**src/shared/tpf_pkg.sv**
```systemverilog
// Constants and carrier types for the transmit parallel character front end
package tpf_pkg;

  // ****************************************************************
  // Register map (APB byte addresses) and field positions
  // ****************************************************************
  localparam logic [7:0] TPF_ADDR_CTRL = 8'h00;
  localparam logic [7:0] TPF_ADDR_STATUS = 8'h04;
  localparam int TPF_CTRL_QUEUE_BIT = 0;
  localparam int TPF_CTRL_CODER_BIT = 1;
  localparam int TPF_CTRL_WIDTH_BIT = 2;
  localparam logic [2:0] TPF_CTRL_RESET = 3'h7;
  localparam int TPF_ST_COUNT_LSB = 0;
  localparam int TPF_ST_EMPTY_BIT = 9;
  localparam int TPF_ST_FULL_BIT = 10;
  localparam int TPF_ST_PAUSED_BIT = 11;
  localparam int TPF_ST_FLAG_BIT = 12;
  localparam int TPF_ST_PEND_BIT = 13;

  // ****************************************************************
  // Queue geometry and character timing
  // ****************************************************************
  localparam int TPF_QDEPTH = 256;
  localparam int TPF_QAW = 8;
  localparam logic [8:0] TPF_QFULL = 9'h100;
  localparam logic [3:0] TPF_BITS_SHORT = 4'hA;
  localparam logic [3:0] TPF_BITS_LONG = 4'hC;

  // ****************************************************************
  // Special characters, byte = y*32 + x for code Cx.y
  // ****************************************************************
  localparam logic [7:0] TPF_CODE_FLAG_RISE = 8'h00;
  localparam logic [7:0] TPF_CODE_FLAG_FALL = 8'h03;
  localparam logic [7:0] TPF_CODE_IDLE = 8'h05;
  localparam logic [7:0] TPF_CODE_VIOL = 8'hE0;

  // ****************************************************************
  // Carrier types
  // ****************************************************************
  typedef struct packed {
    logic write;
    logic ctrl_sel;
    logic [11:0] word;
  } tpf_pin_t;

  typedef struct packed {
    logic ctrl_sel;
    logic [11:0] word;
  } tpf_qent_t;

  typedef struct packed {
    logic k;
    logic viol;
    logic soc;
    logic raw;
    logic [11:0] data;
  } tpf_sym_t;

endpackage

```
**src/tpf_front_end.sv**
```systemverilog
// Transmit parallel character front end: input stage, queue, selector, serializer
//
// The placing of the registers and the APB register port were decided locally.
`timescale 1ns/1ps
// How it works
// - Host characters are 8, 10 or 12 bits wide
// - Bypass: low byte is raw char low bits
// - Flag toggle meaningful only with queue+encoder
// - Flag change inserts special ahead of queue
// - Rise sends C0.0, fall sends C3.0
// - Queue bypass: ignore flag, pause, cell start
// - Full bypass: bit 8 is ninth bit
// - Pause stops reads, sends idle, writes continue
// - Encoder bypass: bit 9 is tenth bit
// - Violation, cell start, control select decide type
// - Queue bypass violation sends C0.7 instead
// - Raw 12-bit mode: bit 10 eleventh bit
// - Raw 10-bit mode ignores bits 10, 11
// - Cell start carried as frame delimiter
// - Raw 12-bit mode: bit 11 is MSB
// - Queue holds 256, bypassable
// - Inputs sampled on the one block clock
// - Queue bypass: control select picks data/control
// - Encoder bypass ignores control select
module tpf_front_end (
  input wire logic pclk,
  input wire logic presetn,
  input wire logic psel,
  input wire logic penable,
  input wire logic pwrite,
  input wire logic [7:0] paddr,
  input wire logic [31:0] pwdata,
  output logic [31:0] prdata,
  output logic pready,
  output logic pslverr,
  input wire logic [11:0] tx_word,
  input wire logic tx_ctrl_sel,
  input wire logic tx_write,
  output logic tx_full,
  output tpf_pkg::tpf_sym_t sym_out,
  output logic sym_valid,
  output logic serial_out
);

  // ****************************************************************
  // Declarations
  // ****************************************************************
  tpf_pkg::tpf_pin_t pin_s1_reg;
  tpf_pkg::tpf_pin_t pin_s2_reg;
  logic [2:0] ctrl_reg;
  logic [31:0] prdata_reg;
  logic pready_reg;
  logic pslverr_reg;
  tpf_pkg::tpf_qent_t qmem [tpf_pkg::TPF_QDEPTH];
  logic [7:0] wr_ptr_reg;
  logic [7:0] rd_ptr_reg;
  logic [8:0] count_reg;
  logic [8:0] count_next;
  logic full_reg;
  logic flag_last_reg;
  logic flag_pend_reg;
  logic flag_rise_reg;
  logic [3:0] bit_cnt_reg;
  logic [11:0] shift_reg;
  logic serial_reg;
  tpf_pkg::tpf_sym_t sym_reg;
  logic sym_valid_reg;
  logic queue_on;
  logic coder_on;
  logic width8;
  logic qe_mode;
  logic flag_edge;
  logic paused;
  logic slot;
  logic q_wr;
  logic q_rd;
  logic q_empty;
  logic take_flag;
  logic [3:0] bits_per;
  tpf_pkg::tpf_qent_t q_head;
  tpf_pkg::tpf_qent_t src;
  tpf_pkg::tpf_sym_t sym_next;
  logic [11:0] payload;
  logic apb_wr;

  // ****************************************************************
  // Pin synchroniser and mode decode
  // ****************************************************************

  // Two stages before any use; stage one feeds stage two only
  always_ff @(posedge pclk or negedge presetn)
  begin
    if (!presetn)
    begin
      pin_s1_reg <= '0;
      pin_s2_reg <= '0;
    end
    else
    begin
      pin_s1_reg <= '{write: tx_write, ctrl_sel: tx_ctrl_sel, word: tx_word};
      pin_s2_reg <= pin_s1_reg;
    end
  end

  // Mode bits come from the control register
  assign queue_on = ctrl_reg[tpf_pkg::TPF_CTRL_QUEUE_BIT];
  assign coder_on = ctrl_reg[tpf_pkg::TPF_CTRL_CODER_BIT];
  assign width8 = ctrl_reg[tpf_pkg::TPF_CTRL_WIDTH_BIT];
  assign qe_mode = queue_on && coder_on;

  // ****************************************************************
  // APB slave
  // ****************************************************************

  // Zero wait states: answer is ready in the first access cycle
  assign apb_wr = psel && penable && pready_reg && pwrite;

  always_ff @(posedge pclk or negedge presetn)
  begin
    if (!presetn)
    begin
      pready_reg <= 1'b0;
      pslverr_reg <= 1'b0;
      prdata_reg <= '0;
    end
    else
    begin
      pready_reg <= psel && !penable;
      pslverr_reg <= psel && !penable && (paddr != tpf_pkg::TPF_ADDR_CTRL) && (paddr != tpf_pkg::TPF_ADDR_STATUS);
      prdata_reg <= '0;
      if (psel && !penable && !pwrite)
      begin
        if (paddr == tpf_pkg::TPF_ADDR_CTRL)
        begin
          prdata_reg <= {29'h0000000, ctrl_reg};
        end
        else if (paddr == tpf_pkg::TPF_ADDR_STATUS)
        begin
          prdata_reg[tpf_pkg::TPF_ST_COUNT_LSB +: 9] <= count_reg;
          prdata_reg[tpf_pkg::TPF_ST_EMPTY_BIT] <= q_empty;
          prdata_reg[tpf_pkg::TPF_ST_FULL_BIT] <= full_reg;
          prdata_reg[tpf_pkg::TPF_ST_PAUSED_BIT] <= paused;
          prdata_reg[tpf_pkg::TPF_ST_FLAG_BIT] <= flag_last_reg;
          prdata_reg[tpf_pkg::TPF_ST_PEND_BIT] <= flag_pend_reg;
        end
      end
    end
  end

  // Control register; status is read only, unmapped writes dropped
  always_ff @(posedge pclk or negedge presetn)
  begin
    if (!presetn)
    begin
      ctrl_reg <= tpf_pkg::TPF_CTRL_RESET;
    end
    else if (apb_wr && paddr == tpf_pkg::TPF_ADDR_CTRL)
    begin
      ctrl_reg <= pwdata[2:0];
    end
  end

  // ****************************************************************
  // Transmit queue
  // ****************************************************************

  assign q_empty = (count_reg == 9'h000);
  assign q_wr = queue_on && pin_s2_reg.write && !full_reg;
  assign q_head = qmem[rd_ptr_reg];

  // Occupancy; a simultaneous read and write leaves it unchanged
  always_comb
  begin
    count_next = count_reg;
    if (q_wr && !q_rd)
    begin
      count_next = count_reg + 9'h001;
    end
    else if (q_rd && !q_wr)
    begin
      count_next = count_reg - 9'h001;
    end
  end

  // Storage has no reset; only pointers define what is valid
  always_ff @(posedge pclk)
  begin
    if (q_wr)
    begin
      qmem[wr_ptr_reg] <= '{ctrl_sel: pin_s2_reg.ctrl_sel, word: pin_s2_reg.word};
    end
  end

  // Bypassing the queue flushes it so stale words never leak out
  always_ff @(posedge pclk or negedge presetn)
  begin
    if (!presetn)
    begin
      wr_ptr_reg <= '0;
      rd_ptr_reg <= '0;
      count_reg <= '0;
      full_reg <= 1'b0;
    end
    else if (!queue_on)
    begin
      wr_ptr_reg <= '0;
      rd_ptr_reg <= '0;
      count_reg <= '0;
      full_reg <= 1'b0;
    end
    else
    begin
      if (q_wr)
      begin
        wr_ptr_reg <= wr_ptr_reg + 8'h01;
      end
      if (q_rd)
      begin
        rd_ptr_reg <= rd_ptr_reg + 8'h01;
      end
      count_reg <= count_next;
      full_reg <= (count_next == tpf_pkg::TPF_QFULL);
    end
  end

  // ****************************************************************
  // Flag toggle tracking
  // ****************************************************************

  // Level follows bit 8 always, so entering the mode raises no event
  assign flag_edge = qe_mode && (pin_s2_reg.word[8] != flag_last_reg);
  assign paused = qe_mode && !pin_s2_reg.word[9];

  // Pending insert; a new edge wins over the clear in the same cycle
  always_ff @(posedge pclk or negedge presetn)
  begin
    if (!presetn)
    begin
      flag_last_reg <= 1'b0;
      flag_pend_reg <= 1'b0;
      flag_rise_reg <= 1'b0;
    end
    else
    begin
      flag_last_reg <= pin_s2_reg.word[8];
      if (flag_edge)
      begin
        flag_pend_reg <= 1'b1;
        flag_rise_reg <= pin_s2_reg.word[8];
      end
      else if (take_flag || !qe_mode)
      begin
        flag_pend_reg <= 1'b0;
      end
    end
  end

  // ****************************************************************
  // Character selection
  // ****************************************************************

  assign slot = (bit_cnt_reg == 4'h0);
  assign take_flag = slot && flag_pend_reg && qe_mode;
  // Flag insert goes around the queue and stalls its read for one slot
  assign q_rd = queue_on && slot && !q_empty && !flag_pend_reg && !paused;
  assign bits_per = (!coder_on && !width8) ? tpf_pkg::TPF_BITS_LONG : tpf_pkg::TPF_BITS_SHORT;

  // Source word: queue head when queued, pin word when bypassed
  assign src = queue_on ? q_head : tpf_pkg::tpf_qent_t'{ctrl_sel: pin_s2_reg.ctrl_sel, word: pin_s2_reg.word};

  // Priority: flag insert, pause, then data; idle when nothing to send
  always_comb
  begin
    sym_next = '{k: 1'b1, viol: 1'b0, soc: 1'b0, raw: 1'b0, data: {4'h0, tpf_pkg::TPF_CODE_IDLE}};
    if (take_flag)
    begin
      sym_next.data = {4'h0, flag_rise_reg ? tpf_pkg::TPF_CODE_FLAG_RISE : tpf_pkg::TPF_CODE_FLAG_FALL};
    end
    else if (queue_on ? q_rd : pin_s2_reg.write)
    begin
      if (!coder_on)
      begin
        // Raw path: control select is not looked at
        sym_next.k = 1'b0;
        sym_next.raw = 1'b1;
        sym_next.data[9:0] = src.word[9:0];
        sym_next.data[11:10] = width8 ? 2'h0 : src.word[11:10];
      end
      else if (!queue_on)
      begin
        // Bypassed queue: bits 8, 9 and 11 are not interpreted
        sym_next.k = src.ctrl_sel;
        sym_next.data = {4'h0, src.word[7:0]};
        if (src.word[10])
        begin
          sym_next.viol = 1'b1;
          sym_next.data = {4'h0, tpf_pkg::TPF_CODE_VIOL};
        end
      end
      else
      begin
        // Queue and encoder on: three bits pick the character type
        sym_next.k = src.ctrl_sel;
        sym_next.soc = src.word[11];
        sym_next.data = {4'h0, src.word[7:0]};
        if (src.word[10])
        begin
          sym_next.viol = 1'b1;
          sym_next.data = {4'h0, tpf_pkg::TPF_CODE_VIOL};
        end
      end
    end
  end

  // Serial payload: raw bits, or k/violation flags above the byte
  assign payload = sym_next.raw ? sym_next.data : {2'h0, sym_next.viol, sym_next.k, sym_next.data[7:0]};

  // ****************************************************************
  // Character slot timer and serializer
  // ****************************************************************

  // One bit per clock; a new character every ten or twelve clocks
  always_ff @(posedge pclk or negedge presetn)
  begin
    if (!presetn)
    begin
      bit_cnt_reg <= 4'h0;
      shift_reg <= '0;
      serial_reg <= 1'b0;
      sym_reg <= '0;
      sym_valid_reg <= 1'b0;
    end
    else if (slot)
    begin
      bit_cnt_reg <= bits_per - 4'h1;
      serial_reg <= payload[0];
      shift_reg <= {1'b0, payload[11:1]};
      sym_reg <= sym_next;
      sym_valid_reg <= 1'b1;
    end
    else
    begin
      bit_cnt_reg <= bit_cnt_reg - 4'h1;
      serial_reg <= shift_reg[0];
      shift_reg <= {1'b0, shift_reg[11:1]};
      sym_valid_reg <= 1'b0;
    end
  end

  // ****************************************************************
  // Outputs
  // ****************************************************************
  assign prdata = prdata_reg;
  assign pready = pready_reg;
  assign pslverr = pslverr_reg;
  assign tx_full = full_reg; // Queue full flop doubles as host back-pressure
  assign sym_out = sym_reg;
  assign sym_valid = sym_valid_reg;
  assign serial_out = serial_reg;

endmodule

```
**config.mk**
```make
export PLATFORM = sky130hd
export DESIGN_NAME = tpf_front_end
export DESIGN_NICKNAME = d
export VERILOG_FILES = /design/src/shared/tpf_pkg.sv /design/src/tpf_front_end.sv
export SDC_FILE = /design/constraint.sdc
export NUM_CORES = 2
export LEC_CHECK = 0
export BUFFER_PORTS_ARGS = -buffer_cell sky130_fd_sc_hd__buf_2
export CAP_MARGIN = 10
export CORE_MARGIN = 2
export CORE_UTILIZATION = 43
export CTS_CLUSTER_DIAMETER = 200
export DETAILED_ROUTE_END_ITERATION = 8
export GPL_ROUTABILITY_DRIVEN = 0
export GPL_TIMING_DRIVEN = 1
export SKIP_LAST_GASP = 1
export SYNTH_ARGS = -nofsm -noshare
export SYNTH_HDL_FRONTEND = slang
export SYNTH_SLANG_ARGS = --single-unit
```
**constraint.sdc**
```tcl
create_clock -name pclk -period 7.5 [get_ports pclk]
set_input_delay 0.75 -clock pclk [delete_from_list [all_inputs] [get_ports pclk]]
set_output_delay 0.75 -clock pclk [all_outputs]
set_load 0.02 [all_outputs]
```
==> summary.md <==
The first global-routing pass estimated 510000 µm of wire. Number of flip-flops in the largest register: 3328. Global routing used 22.9% of the available tracks. After filler insertion, the fill cell instance count of the layout stands at 24600.

The logs give 0 for the global-route congestion overflow total and 28300 µm² for the area used by multi-input combinational logic. TritonCTS built the clock tree. For the detailed-route via count, the log shows 65700.

The detail route stage leaves a number of antenna-violating nets equal to 0. The cell count after placement is 10200. Clock tree synthesis selected as its root buffer the cell sky130_fd_sc_hd__clkbuf_16.

The total power of the final layout was 39.1 mW; the simple-gate area share of the yosys netlist was 2.24%. At the worst endpoint, the arrival time is 6.47 ns. The run gives 77 as the number of distinct library cells after synthesis. Among all flip-flop cells after synthesis, the most frequent one is sky130_fd_sc_hd__edfxtp_1. Dividing the final minimum period by the clock period gives 75.2%. The synthesized-area fraction occupied by adder cells was 0.0754%; the estimated wirelength of the detail-placed design was 218000 µm. After synthesis, the largest family of logic cells by area is multiplexers. The final number of max-transition violations is 0, and the post-route cell area is 151000 µm².

For the finished layout, the period the worst path requires is 5.64 ns. In this run the post-CTS setup repair buffer count came out at 0. The worst clock skew is 0.0561 ns, and the proportion of synthesized chip area in sequential cells is 77.3%. The ratio of total power to cell area came out at 259 nW/µm².

The floorplan step defined a die boundary enclosing 313000 µm². The proportion of synthesized flip-flops having asynchronous set or reset works out to 3.17%. The register with the most flip-flops was qmem. Measured along the x axis, the die boundary spans 560 µm.

Counting the buffers created by CTS gives 350. The DRC violations left was 0; the deepest clock path buffer count was 4. For this run, the number of Yosys warnings is 0.

The tools report the number of global-route vias before repair as 65300. The class of the worst hold path is input port to flip-flop. The flow ran to the end, and the final reports show no timing, DRC or antenna violations.

Leaving out fill and tap cells, the most frequent cell in the layout is sky130_fd_sc_hd__edfxtp_1. For this configuration, the core starts out at a cell density of 43.1%. The XOR/XNOR share of the synthesized area was 0.165%; the headroom to the max-slew limit was 13.7%. Multiplexer cells account for 16.1% of the synthesized area. Maximum fanout count along the critical path: 42. Data on the critical path is required at its endpoint by 8.33 ns.

The area of placed instances was 140000 µm². STA classifies the critical path endpoint as a flip-flop. The setup path with the least slack is of type flip-flop to flip-flop. The number of max-capacitance violations reported came out at 0. Tracing the worst setup path back leads to its startpoint at rd_ptr_reg[0].

Setup violations remaining at the end of the flow were counted as 0. The maximum level of the CTS H-tree was 5; the actual transition at the worst max-transition pin was 1.29 ns. The setup TNS was 0 ns.

Yosys mapped a number of flops with a built-in enable equal to 3328. The area of all sequential standard cells was 103000 µm²; the count of input and output buffers was 64. The chip height came out at 560 µm. In the layout the commonest cells are sky130_fd_sc_hd__edfxtp_1, sky130_fd_sc_hd__mux4_2, sky130_fd_sc_hd__clkbuf_16.

Dividing the synthesized area by the synthesized cell count gives 22.0 µm². Timing would allow up to 177 MHz. The post-CTS clock slew at the launch and capture registers of the worst setup and hold paths is 0.06 ns, and the initial antenna violation count is 12. The logs give 0 for the number of hold violations in the final report and 3437 for the number of sinks driven by the clock tree. The count of nets after finishing came out at 6524.

The synthesized netlist devotes 2.47% of its cell area to compound gates. Entering global routing, the biggest net connects 182 pins. The startpoint class of the critical path was a flip-flop.

Origin of the worst min-delay path: pwdata[2]. The pre-antenna-repair detailed-routing pass consisted of 8 iterations. The mapped netlist covers 133000 µm². The number of DRC markers in iteration 0 is 8914, and the insertion delay to the later sink of the worst-skew pair is 0.95 ns. After technology mapping, the gate count stands at 6026. After the flow finishes, the layout carries non-filler instances totaling 10900. After synthesis the netlist holds a flip-flop and latch count of 3437. The startpoint identified for the worst register-to-register timing path is rd_ptr_reg[0]. The post-synthesis to final-layout area growth is 13.8%, and the via-per-instance ratio is 6.04. The number of cell rows came out at 204. The worst ir drop on vdd was 0.174 mV; the leakage power total was 46.4 nW.

After detailed routing, the average wire length per cell comes to 33.5 µm. During I/O placement, the number of pins put on the boundary was 112. Setup repair after global routing left no endpoint under its margin. The routed design has 364000 µm of wire. The share of post-route cells with drive strength above 1 works out to 28.8%. The total area inside the core boundary comes to 308000 µm².
[kinds of logic after synthesis]
group,after synthesis
flip-flops,3437
multiplexers,1052
AND/OR/NAND/NOR,669
AO/OA/AOI/OAI,446
buffers and inverters,388
XOR/XNOR,25
other,1
adder cells (fa/ha/maj),8
[critical path: stages, from the launching register on]
cell	delay, ns
sky130_fd_sc_hd__dfrtp_4	1.20
sky130_fd_sc_hd__buf_12	0.36
sky130_fd_sc_hd__buf_4	0.24
sky130_fd_sc_hd__mux4_2	0.57
sky130_fd_sc_hd__mux4_2	0.53
sky130_fd_sc_hd__a2111oi_0	1.02
sky130_fd_sc_hd__nand2_1	0.36
sky130_fd_sc_hd__a31oi_1	0.78
sky130_fd_sc_hd__o21ai_1	0.20
sky130_fd_sc_hd__a21o_1	0.23
[metrics by stage]
stage | util, % | setup WS [ns] | hold WS (ns)
floorplan | - | 1.79 | 0.331
global placement | 45.3 | 2.09 | 0.334
detailed placement | 45.3 | 2.05 | 0.336
CTS | 49.1 | 2.05 | 0.0154
global route | 49.1 | 1.80 | 0.0419
finish | 49.1 | 1.86 | 0.0390
[synth_stat cells, types with 24 or more instances]
cell type                  count  area, µm²
sky130_fd_sc_hd__mux2i_1     160       1600
sky130_fd_sc_hd__a221oi_1     33        289
sky130_fd_sc_hd__dfrtp_1     106       2650
sky130_fd_sc_hd__buf_2        50        250
sky130_fd_sc_hd__a211oi_1     26        195
sky130_fd_sc_hd__buf_6        48        541
sky130_fd_sc_hd__nand2_1     137        514
sky130_fd_sc_hd__buf_4        70        526
sky130_fd_sc_hd__o221ai_1     28        245
sky130_fd_sc_hd__a22oi_1      85        638
sky130_fd_sc_hd__nor2_1      333       1250
sky130_fd_sc_hd__mux4_2      864      19500
sky130_fd_sc_hd__mux2_2       28        315
sky130_fd_sc_hd__o22ai_1      27        169
sky130_fd_sc_hd__a22o_1       24        210
sky130_fd_sc_hd__edfxtp_1   3328      99900
sky130_fd_sc_hd__nand3_1      46        230
sky130_fd_sc_hd__o21ai_0      27        135
sky130_fd_sc_hd__clkbuf_1    180        676
sky130_fd_sc_hd__a21oi_1      69        345
[timing repair]
action | 4_1_cts | 5_1_grt
endpoints found under the hold margin | 62 | 0
gates resized for setup | 0 | 0
hold buffers | 15 | 0
[layer usage]
metal / vias up / routed length (µm) / track usage [%] / part of all wire (%)
li1: 26200 / - / - / -
met1: 35500 / 145000 / 31.7 / 40
met2: 3270 / 172000 / 36.0 / 47
met3: 656 / 32400 / 4.85 / 8.9
met4: 4 / 13900 / 8.16 / 3.8
met5: - / 38 / 0 / 0.010
[final timing paths]
kind,to,cells past startpoint,slack [ns]
max reg2reg,shift_reg[7],9,1.86
min in group asynchronous,prdata[0],2,0.30
max,shift_reg[7],9,1.86
min,ctrl_reg[2],2,0.04
min reg2reg,pin_s2_reg[9],0,0.34
max in group asynchronous,rd_ptr_reg[4],3,5.80
[report_power, final]
group	switching (mW)	leakage [nW]	internal [mW]
Clock	7.37	5.52	10.0
Combinational	0.382	9.60	0.0935
Sequential	0.117	31.3	21.1
Total	7.87	46.4	31.2
[area by class of cell]
type / instances / share of cell area (%)
clock inverters: 191 / 1.40
multi-input cells: 2218 / 18.7
diodes: 6 / 0.00993
flip-flops and latches: 3437 / 68.0
clock buffers: 444 / 6.12
inverters: 17 / 0.0488
well taps: 4120 / 3.41
repair buffers: 433 / 2.31
Note: power is estimated with default switching activity, not from simulation.
